<file path="src/rtl/pesb_pkg.sv">
// Constants shared by the event status block and its management slave
package pesb_pkg;

  // Register addresses on the management interface
  localparam logic [4:0]  REG_SYMBOL_ERROR_COUNTER = 5'h14;
  localparam logic [4:0]  REG_EVENT_STATUS         = 5'h15;
  localparam logic [4:0]  REG_EVENT_ENABLE         = 5'h16;

  // Event bit positions
  localparam int POWER_ON_BIT        = 15;
  localparam int WAKE_BIT            = 14;
  localparam int WAKE_REQUEST_BIT    = 13;
  localparam int LOW_POWER_CODE_BIT  = 12;
  localparam int INIT_ERROR_BIT      = 11;
  localparam int LINK_FAIL_BIT       = 10;
  localparam int LINK_UP_BIT         = 9;
  localparam int BAD_SYMBOL_BIT      = 8;
  localparam int TRAINING_FAIL_BIT   = 7;
  localparam int NOISE_MARGIN_BIT    = 6;
  localparam int CONTROL_ERROR_BIT   = 5;
  localparam int TX_ENABLE_STUCK_BIT = 4;
  localparam int SUPPLY_LOW_BIT      = 3;
  localparam int SUPPLY_RESTORED_BIT = 2;
  localparam int OVERTEMP_BIT        = 1;
  localparam int SLEEP_ABORT_BIT     = 0;

  // Values after reset, and the value the counter saturates at
  localparam logic [15:0] STATUS_RESET  = 16'h8000;
  localparam logic [15:0] ENABLE_RESET  = 16'h8000;
  localparam logic [15:0] COUNTER_RESET = 16'h0000;
  localparam logic [15:0] COUNTER_MAX   = 16'hFFFF;

  // Flags dropped on sleep request or undervoltage standby
  localparam logic [15:0] LINK_FLAG_CLEAR_MASK = 16'h0740;

  // Serial management frame layout
  localparam logic [4:0]  PHY_ADDR_DEFAULT = 5'h04;  // Arbitrary value
  localparam logic [5:0]  PREAMBLE_ONES    = 6'h20;
  localparam logic [4:0]  HEADER_BITS      = 5'h0E;
  localparam logic [4:0]  WRITE_TAIL_BITS  = 5'h12;
  localparam logic [4:0]  READ_DATA_BITS   = 5'h10;
  localparam logic [1:0]  SMI_START        = 2'h1;
  localparam logic [1:0]  SMI_OP_READ      = 2'h2;
  localparam logic [1:0]  SMI_OP_WRITE     = 2'h1;

  typedef enum logic [2:0] {
    PESB_PRE,
    PESB_HDR,
    PESB_TA,
    PESB_RD,
    PESB_WR
  } pesb_smi_state_t;

endpackage : pesb_pkg

</file>
<file path="src/rtl/pesb_smi.sv">
// Serial management slave: frames in, register strobes out
`timescale 1ns/100ps
`default_nettype none
module pesb_smi
  import pesb_pkg::*;
(
  // Clock and reset
  input  wire logic        core_clk,
  input  wire logic        rst,
  // Management pins
  input  wire logic        mdc,
  input  wire logic        mdio_in,
  output logic             mdio_out,
  output logic             mdio_oe,
  // Own address
  input  wire logic [4:0]  phy_addr,
  // Register side
  output logic [4:0]       reg_addr,
  output logic             rd_strobe,
  input  wire logic [15:0] rd_data,
  output logic             wr_strobe,
  output logic [15:0]      wr_data,
  output logic             ctrl_err
);

  logic [1:0]      mdc_sync;
  logic [1:0]      mdio_sync;
  logic            mdc_last;
  pesb_smi_state_t state;
  logic [5:0]      ones;
  logic [4:0]      cnt;
  logic [15:0]     shift;

  // Both pins are asynchronous to core_clk
  always_ff @(posedge core_clk or posedge rst) begin
    if (rst) begin
      mdc_sync  <= 2'h0;
      mdio_sync <= 2'h3;
      mdc_last  <= 1'h0;
    end else begin
      mdc_sync  <= {mdc_sync[0], mdc};
      mdio_sync <= {mdio_sync[0], mdio_in};
      mdc_last  <= mdc_sync[1];
    end
  end

  wire        mdc_rise   = mdc_sync[1] & ~mdc_last;
  wire        bit_in     = mdio_sync[1];
  wire [15:0] shift_next = {shift[14:0], bit_in};
  wire [1:0]  hdr_st     = shift_next[13:12];
  wire [1:0]  hdr_op     = shift_next[11:10];
  wire        hdr_match  = shift_next[9:5] == phy_addr;
  wire        hdr_bad    = hdr_st != SMI_START || (hdr_op != SMI_OP_READ && hdr_op != SMI_OP_WRITE);
  wire        hdr_done   = mdc_rise && state == PESB_HDR && cnt == HEADER_BITS - 5'h01;

  // Strobe at turnaround, once reg_addr already holds the new address
  assign rd_strobe = mdc_rise && state == PESB_TA;
  assign ctrl_err  = hdr_done && hdr_bad;
  assign wr_strobe = mdc_rise && state == PESB_WR && cnt == WRITE_TAIL_BITS - 5'h01;
  assign wr_data   = shift_next;

  // Reads change the pin just after the rising edge the host samples on
  always_ff @(posedge core_clk or posedge rst) begin
    if (rst) begin
      state    <= PESB_PRE;
      ones     <= 6'h00;
      cnt      <= 5'h00;
      shift    <= 16'h0000;
      reg_addr <= 5'h00;
      mdio_out <= 1'h0;
      mdio_oe  <= 1'h0;
    end else if (mdc_rise) begin
      case (state)
        PESB_PRE: begin
          shift <= shift_next;
          cnt   <= 5'h01;
          if (bit_in) begin
            ones <= (ones == PREAMBLE_ONES) ? ones : ones + 6'h01;
          end else if (ones == PREAMBLE_ONES) begin
            state <= PESB_HDR;
            ones  <= 6'h00;
          end else begin
            ones <= 6'h00;
          end
        end
        PESB_HDR: begin
          shift <= shift_next;
          cnt   <= cnt + 5'h01;
          if (cnt == HEADER_BITS - 5'h01) begin
            reg_addr <= shift_next[4:0];
            cnt      <= 5'h00;
            if (hdr_bad || !hdr_match) begin
              state <= PESB_PRE;
            end else if (hdr_op == SMI_OP_READ) begin
              state <= PESB_TA;
            end else begin
              state <= PESB_WR;
            end
          end
        end
        PESB_TA: begin
          shift    <= rd_data;
          mdio_oe  <= 1'h1;
          mdio_out <= 1'h0;
          state    <= PESB_RD;
        end
        PESB_RD: begin
          cnt      <= cnt + 5'h01;
          mdio_out <= shift[15];
          shift    <= {shift[14:0], 1'h0};
          if (cnt == READ_DATA_BITS) begin
            mdio_oe  <= 1'h0;
            mdio_out <= 1'h0;
            state    <= PESB_PRE;
            cnt      <= 5'h00;
          end
        end
        PESB_WR: begin
          shift <= shift_next;
          cnt   <= cnt + 5'h01;
          if (cnt == WRITE_TAIL_BITS - 5'h01) begin
            state <= PESB_PRE;
            cnt   <= 5'h00;
          end
        end
        default: begin
          state <= PESB_PRE;
        end
      endcase
    end
  end

endmodule : pesb_smi
`default_nettype wire

</file>
<file path="src/rtl/pesb_top.sv">
// Event latching, masking and symbol error counting of the PHY
`timescale 1ns/100ps
`default_nettype none
module pesb_top
  import pesb_pkg::*;
#(
  parameter logic [4:0] PHY_ADDR = PHY_ADDR_DEFAULT
)
(
  // Clock and reset
  input  wire logic core_clk,
  input  wire logic rst,
  // Management pins
  input  wire logic mdc,
  input  wire logic mdio_in,
  output logic      mdio_out,
  output logic      mdio_oe,
  // Receive path
  input  wire logic rx_bad_symbol,
  input  wire logic rx_in_packet,
  // Link state
  input  wire logic link_up,
  input  wire logic training_fail_flag,
  input  wire logic init_error,
  input  wire logic snr_below_warn,
  // Wake and power events
  input  wire logic local_wake,
  input  wire logic remote_wake,
  input  wire logic wake_request_seen,
  input  wire logic low_power_sleep_code,
  input  wire logic sleep_timer_expired,
  input  wire logic enter_sleep_request,
  input  wire logic enter_standby_uv,
  input  wire logic uv_in_standby,
  // Faults
  input  wire logic transmit_enable_input_stuck,
  input  wire logic supply_low,
  input  wire logic supply_restored,
  input  wire logic overtemp,
  // Interrupt
  output logic      event_irq_n
);

  logic [15:0] bad_symbol_count;
  logic [15:0] event_status;
  logic [15:0] event_enable;
  logic        link_up_last;
  logic        packet_counted;

  logic [4:0]  reg_addr;
  logic        rd_strobe;
  logic        wr_strobe;
  logic [15:0] wr_data;
  logic [15:0] rd_data;
  logic        smi_ctrl_err;

  function automatic logic hits(input logic [4:0] addr, input logic [4:0] target);
    hits = addr == target;
  endfunction : hits

  pesb_smi u_smi (
    .core_clk  (core_clk),
    .rst       (rst),
    .mdc       (mdc),
    .mdio_in   (mdio_in),
    .mdio_out  (mdio_out),
    .mdio_oe   (mdio_oe),
    .phy_addr  (PHY_ADDR),
    .reg_addr  (reg_addr),
    .rd_strobe (rd_strobe),
    .rd_data   (rd_data),
    .wr_strobe (wr_strobe),
    .wr_data   (wr_data),
    .ctrl_err  (smi_ctrl_err)
  );

  // Register decode
  wire counter_read = rd_strobe && hits(reg_addr, REG_SYMBOL_ERROR_COUNTER);
  wire status_read  = rd_strobe && hits(reg_addr, REG_EVENT_STATUS);
  wire enable_write = wr_strobe && hits(reg_addr, REG_EVENT_ENABLE);

  // Unmapped addresses read as zero
  assign rd_data = hits(reg_addr, REG_SYMBOL_ERROR_COUNTER) ? bad_symbol_count :
                   hits(reg_addr, REG_EVENT_STATUS)         ? event_status     :
                   hits(reg_addr, REG_EVENT_ENABLE)         ? event_enable     : 16'h0000;

  // Error counter
  wire count_hit = rx_bad_symbol && !(rx_in_packet && packet_counted);
  wire counter_full = bad_symbol_count == COUNTER_MAX;
  wire [15:0] next_bad_symbol_count =
    counter_read ? {15'h0000, count_hit} :
    (count_hit && !counter_full) ? bad_symbol_count + 16'h0001 :
    bad_symbol_count;

  always_ff @(posedge core_clk or posedge rst) begin
    if (rst) begin
      bad_symbol_count <= COUNTER_RESET;
      packet_counted   <= 1'h0;
    end else begin
      bad_symbol_count <= next_bad_symbol_count;
      packet_counted   <= rx_in_packet && (packet_counted || rx_bad_symbol);
    end
  end

  // Event sources, all on core_clk so no synchroniser is needed
  wire [15:0] event_hit;
  assign event_hit[POWER_ON_BIT]        = 1'h0;
  assign event_hit[WAKE_BIT]            = local_wake || remote_wake;
  assign event_hit[WAKE_REQUEST_BIT]    = wake_request_seen;
  assign event_hit[LOW_POWER_CODE_BIT]  = low_power_sleep_code;
  assign event_hit[INIT_ERROR_BIT]      = init_error;
  assign event_hit[LINK_FAIL_BIT]       = link_up_last && !link_up;
  assign event_hit[LINK_UP_BIT]         = !link_up_last && link_up;
  assign event_hit[BAD_SYMBOL_BIT]      = rx_bad_symbol;
  assign event_hit[TRAINING_FAIL_BIT]   = training_fail_flag;
  assign event_hit[NOISE_MARGIN_BIT]    = snr_below_warn && link_up;
  assign event_hit[CONTROL_ERROR_BIT]   = smi_ctrl_err;
  assign event_hit[TX_ENABLE_STUCK_BIT] = transmit_enable_input_stuck;
  assign event_hit[SUPPLY_LOW_BIT]      = supply_low;
  assign event_hit[SUPPLY_RESTORED_BIT] = supply_restored;
  assign event_hit[OVERTEMP_BIT]        = overtemp;
  assign event_hit[SLEEP_ABORT_BIT]     = sleep_timer_expired;

  wire        link_flag_drop = enter_sleep_request || enter_standby_uv || uv_in_standby;
  wire [15:0] drop_mask      = link_flag_drop ? LINK_FLAG_CLEAR_MASK : 16'h0000;
  wire [15:0] read_mask      = status_read ? 16'hFFFF : 16'h0000;
  wire [15:0] next_event_status;

  // A cause present in the clearing cycle keeps its flag set
  genvar i;
  generate
    for (i = 0; i < 16; i++) begin : g_flag
      assign next_event_status[i] = event_hit[i] ||
                                    (event_status[i] && !read_mask[i] && !drop_mask[i]);
    end
  endgenerate

  always_ff @(posedge core_clk or posedge rst) begin
    if (rst) begin
      event_status <= STATUS_RESET;
      link_up_last <= 1'h0;
    end else begin
      event_status <= next_event_status;
      link_up_last <= link_up;
    end
  end

  // Enable register and interrupt
  wire next_irq_n = ~|(next_event_status & event_enable);

  always_ff @(posedge core_clk or posedge rst) begin
    if (rst) begin
      event_enable <= ENABLE_RESET;
      event_irq_n  <= 1'h1;
    end else begin
      if (enable_write) begin
        event_enable <= wr_data;
      end
      event_irq_n <= next_irq_n;
    end
  end

endmodule : pesb_top
`default_nettype wire

</file>
<file path="config.mk">
export PLATFORM = sky130hd
export DESIGN_NAME = pesb_top
export DESIGN_NICKNAME = d
export VERILOG_FILES = /design/src/rtl/pesb_pkg.sv /design/src/rtl/pesb_smi.sv /design/src/rtl/pesb_top.sv
export SDC_FILE = /design/constraint.sdc
export NUM_CORES = 1
export LEC_CHECK = 0
export ABC_CLOCK_PERIOD_IN_PS = 6000
export BUFFER_PORTS_ARGS = -buffer_cell sky130_fd_sc_hd__buf_4
export CAP_MARGIN = 40
export CORE_UTILIZATION = 40
export CTS_CLUSTER_DIAMETER = 150
export DETAILED_ROUTE_END_ITERATION = 12
export HOLD_SLACK_MARGIN = 0.1
export SLEW_MARGIN = 5
export SYNTH_ARGS = -nofsm -noshare
export SYNTH_HDL_FRONTEND = slang
export SYNTH_SLANG_ARGS = --single-unit
export TNS_END_PERCENT = 50
</file>
<file path="constraint.sdc">
create_clock -name core_clk -period 6 [get_ports core_clk]
set_input_delay 1.2 -clock core_clk [delete_from_list [all_inputs] [get_ports core_clk]]
set_output_delay 1.2 -clock core_clk [all_outputs]
set_load 0.05 [all_outputs]
</file>
==> results.cfg <==
[outcome]
status = finished, final reports clean

[finish]
drive_above_1_share = 0.165
areaGrowthSynthToFinish_pct = 13.3
diodes = 0
nFillCells = 1097
multi_input_area_um2 = 2240
final_net_count = 498
ff_latch_area_um2 = 2330

[die]
die_area_um2 = 12200
row_count = 39
die_y_um = 111
initial_core_util = 0.412
ios = 25
dieWidth_um = 111
coreArea_um2 = 11500

[synth]
synth_seq_cells = 93
avgSynthCellArea_um2 = 10.5
async_reset_ff_frac = 1.00
synth.most_common_cell = dfrtp_1
synth_common_cells = 88 x dfrtp_1, 46 x nand2_1, 42 x o21ai_0
yosysUniqueCellTypes = 69
synthCells = 451
syn_area_um2 = 4720
ys.flop_type = dfrtp_1
synth-warning-count = 0
synth_edf_count = 0
netlist_top_cells_area = dfrtp_1 47%, o21ai_0 4.5%, nand2_1 3.7%
synth_nets = 480
synth_top_area_share = 0.466
post-synth-top-area-cell = dfrtp_1
yosysSeqAreaShare = 0.494

[clock_network]
clk-insertion-delay-late_ps = 350
cts_tree = built
clk_pin_slew_ps = 70
clock-sinks = 93
cts-htree-levels = 3
post-cts-setup-buffer-count = 0
clk_path_buf_depth = 2
cts_hold_repair.buffers = 0
cts_buffers = 9
postCtsResizedCells = 0
clockRootBuffer = clkbuf_16

[routing]
drc = 0
vias_per_cell = 5.95
ant_nets = 0
drt-wirelength-per-cell_um = 18.9
drt_iter0_markers = 272
drt-total-wl_mm = 11.7
firstDrtPassIters = 5
vias = 3671

[global_route]
grt-busiest-layer = met2
grt_pass1_vias = 3606
antenna_found_initial = 0
grt-ovfl-total = 0
grt_pass1_wl_mm = 19.1
use_met3 = 0.0521
use_met1 = 0.265
grt_max_degree = 55
grt_use_met2 = 0.323
grt_usage = 0.200

[timing]
hold_violations = 0
max-slew-margin-rel = 0.442
setup_tns_ps = 0
slew_violations = 0
worst_pin_slew_ps = 835
worst_clock_skew_ps = 8.93
fmaxAchievable_ghz = 0.385
min_period_over_period = 0.432
setup_violations = 0
rsz0062_at_grt = false
period_minus_slack_ps = 2590

[pwr]
p_int_mw = 1.12
peakVddDrop_mv = 0.274
power.density_nw_per_um2 = 285
p_leak_nw = 2.27
total_power_mw = 1.52
p_sw_frac = 0.264
power_frac_comb = 0.093
p_seq_frac = 0.495
power_frac_clock = 0.411
switchingPower_uw = 402

[setup_path]
critical_path.startpoint_type = flip-flop
path_class = flip-flop to flip-flop
required_ps = 6240
cp.arrival_ps = 2830
end_kind = flip-flop
critPathMaxFanout = 17

[placed_design]
dp_hpwl_mm = 7.98
numPortBuffers = 24
gp_congestion = 0.815

[hold_path]
hold_class = flip-flop to flip-flop

[run]
drv_cap = 0
[cell families after synthesis]
logic type | share of synthesized area
AO/OA/AOI/OAI | 0.212
XOR/XNOR | 0.00928
adder cells (fa/ha/maj) | 0.0186
buffers and inverters | 0.0321
flip-flops | 0.494
multiplexers | 0.0615
AND/OR/NAND/NOR | 0.173
[layout make-up]
class | count | area share
Tap cell | 143 | 0.0335
Inverter | 14 | 0.0103
Multi-Input combinational cell | 323 | 0.418
Timing Repair Buffer | 28 | 0.0407
Sequential cell | 93 | 0.436
Clock buffer | 10 | 0.0447
Clock inverter | 6 | 0.0161
[worst paths after layout]
kind                                               start  cells after the start                            to  slack, ps
hold reg to reg             u_smi.mdio_sync[0]$_DFF_PP1_                      0  u_smi.mdio_sync[1]$_DFF_PP1_        350
min in group asynchronous                            rst                      2     u_smi.ones[3]$_DFFE_PP0P_        950
setup / recovery           u_smi.reg_addr[3]$_DFFE_PP0P_                      5   event_enable[5]$_DFFE_PP0P_       3410
setup reg to reg           u_smi.reg_addr[3]$_DFFE_PP0P_                      5   event_enable[5]$_DFFE_PP0P_       3410
hold / removal              u_smi.mdio_sync[0]$_DFF_PP1_                      0  u_smi.mdio_sync[1]$_DFF_PP1_        350
max in group asynchronous                            rst                      3         event_irq_n$_DFF_PP1_       4050
[metrics by stage]
stage	instances	hold slack, ps	worst slack [ps]	area [um^2]	util
global placement	600	342	3400	5010	0.437
detailed placement	601	346	3340	5020	0.438
floorplan	451	331	2390	4720	-
CTS	617	354	3370	5350	0.466
finish	617	353	3410	5350	0.466
global route	617	362	3240	5350	0.466
[flip-flops by register name, indices dropped and copies added, names as in the netlist]
name	flops
bad_symbol_count	16
event_enable	16
event_status	16
u_smi.shift	16
u_smi.ones	6
u_smi.cnt	5
u_smi.reg_addr	5
u_smi.state	3
u_smi.mdc_sync	2
u_smi.mdio_sync	2
event_irq_n	1
link_up_last	1
packet_counted	1
u_smi.mdc_last	1
u_smi.mdio_oe	1
u_smi.mdio_out	1
[worst max-delay path: stages (launching register included)]
cell	delay (ps)
dfrtp_1	390
nand3b_4	180
nor3b_4	690
inv_2	90
nor3_4	710
mux2_2	410
[power groups by stage]
stage          sequential (mW)  combinational [mW]  clock [mW]
4_1_cts                  0.753               0.145       0.639
3_3_place_gp             0.764               0.137           0
3_5_place_dp             0.765               0.144           0
5_1_grt                  0.763               0.165       0.665
6_report                 0.755               0.142       0.626
2_1_floorplan            0.731               0.106           0
[metal layers]
| metal | up-vias | wire length [um] |
|---|---|---|
| li1 | 1734 | - |
| met1 | 1825 | 5390 |
| met5 | - | 0 |
| met2 | 98 | 5630 |
| met4 | 0 | 194 |
| met3 | 14 | 444 |
[placed cells by master, fill, tap and decap left out, types with 6 or more instances in the layout]
cell type	count
dfrtp_1	88
nand2_1	46
o21ai_0	42
buf_4	27
nand3_1	20
o2bb2ai_1	15
a221oi_1	14
a21oi_1	14
nor2_1	13
a21o_1	13
mux2_1	12
mux2_2	12
inv_1	12
nor3_1	9
clkbuf_16	9
or3_1	8
nand2b_1	7
ha_1	7
a22o_1	6
Note: power is estimated with default switching activity, not from simulation.
